**src/common/slg_consts.svh**
```systemverilog
// Constants for the start lock gating block
`ifndef SLG_CONSTS_SVH
`define SLG_CONSTS_SVH
`define SLG_OFF_LOCK 12'h000
`define SLG_OFF_STATUS 12'h004
`define SLG_OFF_CMD 12'h008
`define SLG_LOCK_RESET 1'b0
`define SLG_BIT_RUNNING 0
`define SLG_BIT_KEY 1
`define SLG_BIT_REJECT 2
`endif

```
**src/common/slg_pkg.sv**
```systemverilog
// Types for the start lock gating block
package slg_pkg;
	typedef struct packed {
		logic fwd;
		logic rev;
	} slg_start_t;
	typedef struct packed {
		logic fwd_term;
		logic rev_term;
		logic fwd_panel;
		logic rev_panel;
		logic fwd_unit;
		logic rev_unit;
	} slg_sources_t;
endpackage

```
**src/core/slg_start_lock.sv**
```systemverilog
// Start lock gating with APB register access
//
// The APB interface to the registers and the register addresses are this design's own decisions.
`include "slg_consts.svh"
module slg_start_lock
	import slg_pkg::*;
#(
	parameter int CMD_W = 16
)
(
	input wire logic pclk,
	input wire logic presetn,
	input wire logic psel,
	input wire logic penable,
	input wire logic pwrite,
	input wire logic [11:0] paddr,
	input wire logic [31:0] pwdata,
	output logic [31:0] prdata,
	output logic pready,
	output logic pslverr,
	input wire slg_sources_t start_in,
	input wire logic seq_run_key,
	input wire logic seq_running,
	input wire logic [CMD_W-1:0] seq_drive_command_word,
	input wire logic drive_running,
	output slg_start_t start_permit_q,
	output logic stop_req_q,
	output logic [CMD_W-1:0] seq_cmd_held_q
);
	slg_sources_t src_s1_q, src_s2_q;
	logic key_s1_q, key_s2_q, key_d2_q;
	logic sqr_s1_q, sqr_s2_q, sqr_d2_q;
	logic run_s1_q, run_s2_q;
	logic lock_select_q;
	logic reject_q;
	logic access;
	logic fwd_any, rev_any, allowed, key_fall, seq_fall;

	// Two-flop synchronisers; only the second stage is read
	always_ff @(posedge pclk or negedge presetn)
	begin
		if (!presetn)
		begin
			src_s1_q <= '0;
			src_s2_q <= '0;
			key_s1_q <= 1'b0;
			key_s2_q <= 1'b0;
			sqr_s1_q <= 1'b0;
			sqr_s2_q <= 1'b0;
			run_s1_q <= 1'b0;
			run_s2_q <= 1'b0;
		end
		else
		begin
			src_s1_q <= start_in;
			src_s2_q <= src_s1_q;
			key_s1_q <= seq_run_key;
			key_s2_q <= key_s1_q;
			sqr_s1_q <= seq_running;
			sqr_s2_q <= sqr_s1_q;
			run_s1_q <= drive_running;
			run_s2_q <= run_s1_q;
		end
	end

	// Edge history for falling-edge detection
	always_ff @(posedge pclk or negedge presetn)
	begin
		if (!presetn)
		begin
			key_d2_q <= 1'b0;
			sqr_d2_q <= 1'b0;
		end
		else
		begin
			key_d2_q <= key_s2_q;
			sqr_d2_q <= sqr_s2_q;
		end
	end

	// All start sources merge before one gate
	assign fwd_any = src_s2_q.fwd_term | src_s2_q.fwd_panel | src_s2_q.fwd_unit;
	assign rev_any = src_s2_q.rev_term | src_s2_q.rev_panel | src_s2_q.rev_unit;
	assign allowed = !lock_select_q || key_s2_q;
	assign key_fall = key_d2_q && !key_s2_q;
	assign seq_fall = sqr_d2_q && !sqr_s2_q;
	assign access = psel && penable;

	// Gated permits; with lock selected, key in STOP blocks both directions
	always_ff @(posedge pclk or negedge presetn)
	begin
		if (!presetn)
			start_permit_q <= '0;
		else
		begin
			start_permit_q.fwd <= fwd_any && allowed;
			start_permit_q.rev <= rev_any && allowed;
		end
	end

	// One-cycle stop request; ramp belongs downstream
	always_ff @(posedge pclk or negedge presetn)
	begin
		if (!presetn)
			stop_req_q <= 1'b0;
		else
			stop_req_q <= lock_select_q && run_s2_q && (key_fall || seq_fall);
	end

	// Sequence command data frozen when sequence stops unlocked
	always_ff @(posedge pclk or negedge presetn)
	begin
		if (!presetn)
			seq_cmd_held_q <= '0;
		else if (sqr_s2_q)
			seq_cmd_held_q <= seq_drive_command_word;
		else if (lock_select_q)
			seq_cmd_held_q <= '0;
		// Otherwise hold last value so operation continues
	end

	// Lock-select write; refused while running regardless of write guard
	always_ff @(posedge pclk or negedge presetn)
	begin
		if (!presetn)
		begin
			lock_select_q <= `SLG_LOCK_RESET;
			reject_q <= 1'b0;
		end
		else if (access && pwrite && paddr == `SLG_OFF_LOCK)
		begin
			// Uses the synced run flag as seen at the access edge itself
			if (run_s2_q || pwdata[31:1] != 31'h0)
				reject_q <= 1'b1;
			else
			begin
				lock_select_q <= pwdata[0];
				reject_q <= 1'b0;
			end
		end
	end

	// APB answer: zero wait, error on unmapped or refused write
	always_ff @(posedge pclk or negedge presetn)
	begin
		if (!presetn)
		begin
			prdata <= 32'h0;
			pready <= 1'b0;
			pslverr <= 1'b0;
		end
		else
		begin
			pready <= psel && !penable;
			pslverr <= 1'b0;
			prdata <= 32'h0;
			if (psel && !penable)
			begin
				unique case (paddr)
					`SLG_OFF_LOCK: prdata <= {31'h0, lock_select_q};
					`SLG_OFF_STATUS:
						prdata <= {29'h0, reject_q, key_s2_q, run_s2_q};
					`SLG_OFF_CMD: prdata <= 32'(seq_cmd_held_q);
					default: pslverr <= 1'b1;
				endcase
				if (pwrite && paddr == `SLG_OFF_LOCK && (run_s2_q || pwdata[31:1] != 31'h0))
					pslverr <= 1'b1;
				if (pwrite && paddr == `SLG_OFF_STATUS)
					pslverr <= 1'b1;
			end
		end
	end
endmodule // slg_start_lock

```
**config.mk**
```make
export PLATFORM = sky130hd
export DESIGN_NAME = slg_start_lock
export DESIGN_NICKNAME = d
export VERILOG_FILES = /design/src/common/slg_pkg.sv /design/src/core/slg_start_lock.sv
export VERILOG_INCLUDE_DIRS = /design/src /design/src/common
export SDC_FILE = /design/constraint.sdc
export NUM_CORES = 1
export LEC_CHECK = 0
export BUFFER_PORTS_ARGS = -buffer_cell sky130_fd_sc_hd__buf_2
export CORE_AREA = 2 2 85 87
export CTS_CLUSTER_DIAMETER = 60
export DETAILED_ROUTE_END_ITERATION = 8
export DIE_AREA = 0 0 87 89
export GPL_ROUTABILITY_DRIVEN = 0
export MAX_ROUTING_LAYER = met4
export PLACE_DENSITY = 0.72
export REMOVE_ABC_BUFFERS = 1
export SYNTH_ARGS = -nofsm -noshare
export SYNTH_HDL_FRONTEND = slang
export SYNTH_SLANG_ARGS = --single-unit
```
**constraint.sdc**
```tcl
create_clock -name pclk -period 3.5 [get_ports pclk]
set_clock_uncertainty 0.05 [all_clocks]
set_input_delay 0.7 -clock pclk [delete_from_list [all_inputs] [get_ports pclk]]
set_output_delay 0.7 -clock pclk [all_outputs]
set_load 0.02 [all_outputs]
```
==> results of run 1 <==
[worst max path at each step]
stage / slack, ns / endpoint / startpoint / cells after the start
6_report: 1.79 / prdata[5] / paddr[9] / 5
5_1_grt: 1.69 / prdata[5] / paddr[5] / 5
4_1_cts: 1.77 / prdata[8] / paddr[9] / 5
3_5_place_dp: 1.41 / prdata[8] / paddr[9] / 5
3_3_place_gp: 1.49 / lock_select_q / paddr[1] / 5
2_1_floorplan: 1.67 / lock_select_q / pwdata[18] / 4
[per-layer routing]
metal,wire length (um),up-vias,global-route usage [%]
met5,0,-,-
met4,76,0,5.54
met3,398,7,6.93
met2,2420,68,22.6
met1,2010,787,16.4
li1,-,839,-
[flip-flops by register name (all words and copies together) (netlist names), 2 cells and up]
signal,cells
prdata,16
src_s2_q,6
start_permit_q,2
src_s1_q,6
seq_cmd_held_q,16
[critical path, stage by stage]
cell     delay [ns]
buf_2          0.11
nor4_4         0.34
nand4_2        0.18
nor3_4         0.39
and2_1         0.20
[report_power, final]
group / total [mW] / switching, mW / internal [mW]
registers: 0.734 / 0.0215 / 0.713
logic: 0.150 / 0.0904 / 0.0592
clock network: 0.618 / 0.240 / 0.378
total: 1.50 / 0.352 / 1.15
[cells in the final DEF (no fill, tap or decap), types with 2 or more instances in the layout]
cell / instances
nor2b_1: 2
clkbuf_8: 12
nand2b_1: 15
dfrtp_1: 59
buf_2: 110
and2_1: 13
nor4_4: 2
nor3_1: 2
nand4_1: 5
o21ai_0: 16
nand2_1: 17
a21oi_1: 3
inv_1: 4
conb_1: 16
nor4_1: 8
nor2_1: 5
[layout make-up]
type,count,area [um^2]
fillers,630,3660
flip-flops and latches,59,1480
inverters,4,15.0
well taps,80,100
clock inverters,2,35.0
multi-input cells,120,708
clock buffers,12,165
repair buffers,111,558
[cells by family (layout without fill, tap and decap cells)]
group	Yosys count	in the layout	synth area share (%)
AOI/OAI and AO/OA	25	25	6.03
DFF	59	59	64.1
other	1	16	0.163
muxes	2	2	0.924
and+or+nand+nor	77	77	21.2
buffers and inverters	28	129	7.55
[per-stage QoR]
stage / power, mW / cell area (um^2) / setup WS, ns / hold WS, ns
global placement: 0.894 / 2860 / 1.49 / 0.284
detailed placement: 0.898 / 2860 / 1.41 / 0.285
CTS: 1.52 / 3060 / 1.77 / 0.295
global route: 1.58 / 3060 / 1.69 / 0.298
finish: 1.50 / 3060 / 1.79 / 0.290
floorplan: 0.808 / 2200 / 1.67 / 0.281
==> metrics.md, run 1 <==
| Metric | Value |
|---|---|
| Drt first pass iters | `4` |
| Final ANT Viol Nets | `0` |
| Root Buffer | `clkbuf_8` |
| RR Startpoint | `run_s2_q` |
| Layout cells sized above 1 | `42.9%` |
| Post-CTS Resized | `0` |
| Clk_lat worst skew | `0.33 ns` |
| Die area | `7740 um^2` |
| Clk sink count | `59` |
| Die W | `87 um` |
| Final setup violating endpoints | `0` |
| Final wirelength | `4910 um` |
| Area contributors post-synth | `dfrtp_1 64%, buf_4 5.2%, nand2b_1 4.1%` |
| CTS Buf Count | `9` |
| DRC viols | `0` |
| FFs w/ async S/R, synth | `100%` |
| Global-route wire length before repair | `8040 um` |
| Final Slew Violations | `0` |
| Status | `complete, no violations` |
| Number of global-route vias before repair | `1685` |
| PwrDens | `491 nW/um^2` |
| Syn. warnings | `0` |
| PortBufs | `110` |
| Die height | `89 um` |
| CTS tree | `built` |
| Number of synthesized register bits | `59` |
| Placed instance count | `374` |
| Min-delay src | `sqr_s1_q` |
| Worst EP required | `3.72 ns` |
| Arr. time, crit path | `1.92 ns` |
| Finished Layout Cells | `388` |
| RR Endpoint | `lock_select_q` |
| Largest net degree at the start of global routing | `35` |
| Post-Syn Area | `2300 um^2` |
| FP Rows | `30` |
| Sequential share of the synthesized area | `64.1%` |
| Hold EP | `sqr_s2_q` |
| CTS max path bufs | `2` |
| Global route overflow | `0` |
| Ant diodes | `0` |
| Slew @ Worst Pin | `0.921 ns` |
| H-tree depth | `3` |
| Post-synth EDFFs | `0` |
| Fmax achieved | `586 MHz` |
| Crit Path Max Fanout | `13` |
| Synth Area per Inst | `12.0 um^2` |
| Unique cell type count in the Yosys netlist | `35` |
| Synth Flop Type | `dfrtp_1` |
| RSZ-0062 raised after global routing | `no` |
| Relative slew slack | `38.6%` |
| Routed vias | `1701` |
| Vias/cell | `4.38` |
| Starting Density | `34.3%` |
| Core area | `6720 um^2` |
| CP Capture Type | `flip-flop` |
| Leak | `1.59 nW` |
| Tmin final | `1.71 ns` |
| Area growth syn-to-layout | `32.8%` |
| Max Cap Viol | `0` |
| Iteration-0 DRC Markers | `71` |
| VDD IR max | `0.290 mV` |
| Most common cell in the netlist | `dfrtp_1` |
| R2R Setup Slk | `1.87 ns` |
| Post-DR wirelength/cell | `12.7 um` |
| Synth cell count leaders | `59 x dfrtp_1, 17 x nand2_1, 16 x buf_4, 16 x o21ai_0, 15 x nand2b_1` |
| Setup tns final | `0 ns` |
| Nets | `379` |
| Synthesized instance count | `192` |
| Hold Path Depth | `0` |
| CP Launch Type | `primary input` |
| Critical path type | `in -> reg` |
| Worst min-delay path category | `reg -> reg` |
| CTS Hold Bufs | `0` |
| # IOs | `127` |
| Setup bufs post-CTS | `0` |
| Final core utilization | `45.5%` |
| Worst-case reg-to-reg path depth | `4` |
| Fin. Hold Viols | `0` |
| DP Wirelength | `3670 um` |
| Period utilisation layout | `48.7%` |
| Reg clk slew, reported paths | `0.06 ns` |
| Total GRT Usage | `14.5%` |
| Top cell type's share of synthesized area | `64.1%` |
| Area leader, netlist | `dfrtp_1` |
| Initial antenna violation count | `0` |
(Power assumes the default switching activity.)
==> run 2, diff against run 1 <==
clock period = 1.7 ns   (was 3.5 ns; I/O delays follow)
==> run 2 against run 1 <==
Effect of this change: setup slack lost 1.7 ns; sequential share of layout area shrank 0.68 points; via count grew 3.8%; cell count grew 1.5%; routed wire length grew 1.5%; register-to-register slack lost 1.8 ns; global-route usage shrank 0.33 points; first-iteration DRC count shrank 11%; critical path depth shrank 1; die area is the same; critical path type is now reg -> reg; largest cell class unchanged.
==> metrics.md, run 2 (synthesized netlist as in run 1, its figures left out) <==
| Metric | Value |
|---|---|
| Status | `complete, no violations` |
| Drt first pass iters | `4 (unchanged)` |
| Number of global-route vias before repair | `1816 (+7.8%)` |
| Global-route wire length before repair | `8070 um (+0.44%)` |
| VDD IR max | `0.593 mV (+100%)` |
| Commonest cells after routing, fill and taps aside | `110 x buf_2, 59 x dfrtp_1, 17 x nand2_1, 16 x o21ai_0, 16 x conb_1` |
| Worst EP required | `1.87 ns (-1.85 ns)` |
| Setup tns final | `0 ns (unchanged)` |
| Clk_lat worst skew | `0.33 ns (about the same)` |
| Layout cells sized above 1 | `43.3% (+0.45 points)` |
| Worst slack at placement | `-0.00225 ns (-1.41 ns)` |
| Fin. Hold Viols | `0 (unchanged)` |
| CP Launch Type | `flip-flop` |
| Tmin final | `1.61 ns` |
| Final setup margin | `0.0913 ns (-1.70 ns)` |
| # IOs | `127 (unchanged)` |
| Root Buffer | `clkbuf_8` |
| Routed vias | `1765 (+3.8%)` |
| Arr. time, crit path | `1.77 ns (-0.15 ns)` |
| Clk sink count | `59 (unchanged)` |
| Placement Cell Area | `2910 um^2 (+1.7%)` |
| Ant diodes | `0 (unchanged)` |
| Leak | `1.62 nW (+1.4%)` |
| H-tree depth | `3 (unchanged)` |
| Global route overflow | `0 (unchanged)` |
| Crit Path Max Fanout | `3 (-10)` |
| Reg clk slew, reported paths | `0.06 ns (about the same)` |
| PortBufs | `110 (unchanged)` |
| Final wirelength | `4990 um (+1.5%)` |
| Placed instance count | `377 (+0.80%)` |
| Largest net degree at the start of global routing | `60 (+71%)` |
| Finished Layout Cells | `394 (+1.5%)` |
| Final total power | `2.94 mW (+96%)` |
| Vias/cell | `4.48 (+2.2%)` |
| Final setup violating endpoints | `0 (unchanged)` |
| Max Cap Viol | `0 (unchanged)` |
| Worst min-delay path category | `in -> reg` |
| Core area | `6720 um^2 (unchanged)` |
| FP Rows | `30 (unchanged)` |
| CTS tree | `built` |
| Die height | `89 um (unchanged)` |
| Final core utilization | `46.2% (+0.65 points)` |
| Critical path type | `reg -> reg` |
| CTS max path bufs | `2 (unchanged)` |
| Initial antenna violation count | `0 (unchanged)` |
| Cell area after layout | `3100 um^2 (+1.4%)` |
| Die area | `7740 um^2 (unchanged)` |
| DP Wirelength | `3660 um (-0.35%)` |
| WHS | `0.0670 ns (-0.223 ns)` |
| Starting Density | `34.3% (unchanged)` |
| Total GRT Usage | `14.2% (-0.33 points)` |
| Most common cell after layout, fill and taps aside | `buf_2` |
| Final ANT Viol Nets | `0 (unchanged)` |
| Final Slew Violations | `0 (unchanged)` |
| Top flop regs | `prdata: 16 flops, seq_cmd_held_q: 16 flops` |
| CP Capture Type | `flip-flop` |
| CTS Buf Count | `9 (unchanged)` |
| PwrDens | `949 nW/um^2 (+93%)` |
| Area growth syn-to-layout | `34.7%` |
| Die W | `87 um (unchanged)` |
| Post-DR wirelength/cell | `12.7 um (about the same)` |
| Period utilisation layout | `94.6%` |
| Iteration-0 DRC Markers | `63 (-11%)` |
| Nets | `384 (+1.3%)` |
| Fmax achieved | `622 MHz` |
| DRC viols | `0 (unchanged)` |
==> run 2: cell types whose count changed in the layout (fill, tap and decap cells not counted) <==
| cell | change |
|---|---|
| buf_4 | +2 |
| clkinv_2 | +1 |
| dlygate4sd3_1 | +1 |
| bufinv_16 | -1 |
| buf_12 | +2 |
| clkbuf_1 | +1 |
==> run 2: report_power, final <==
group | internal [mW] | switching, mW | leakage, nW
sequential | 1.47 | 0.0337 | 0.733
clock | 0.635 | 0.483 | 0.0953
combinational | 0.128 | 0.198 | 0.788
==> run 2: worst max-delay path, cell delays in order (launching register included) <==
cell,delay (ns)
dfrtp_1,0.40
nor4_1,0.29
nand4_1,0.21
nor3_2,0.20
mux2_2,0.35
==> run 2: repair_timing <==
item,CTS,global route
gates resized for setup,0,0
endpoints found under the setup margin,0,1
hold buffers,1,0
endpoints found under the hold margin,59,0
setup buffers,0,1
==> run 2: layout make-up <==
type,count,area (um^2)
fillers,633,3620
clock buffers,13,169
repair buffers,116,623
inverters,4,15.0
multi-input cells,120,708
clock inverters,2,10.0
well taps,80,100
flip-flops and latches,59,1480
==> run 2: per-layer routing <==
metal  vias to the layer above  wire length, um  global-route usage (%)
met1                       823             1910                    14.6
li1                        847                -                       -
met3                        18              441                    6.37
met2                        77             2480                    23.2
met5                         -                0                       -
met4                         0              160                    6.82
==> run 2: worst paths after layout <==
kind,startpoint,to,slack (ns),cells after the start
max,run_s2_q,lock_select_q,0.09,4
max reg2reg,run_s2_q,lock_select_q,0.09,4
max in group asynchronous,presetn,key_s1_q,0.84,3
min in group asynchronous,presetn,prdata[7],0.49,3
min,start_in[4],src_s1_q[4],0.07,1
min reg2reg,key_s1_q,key_s2_q,0.29,0
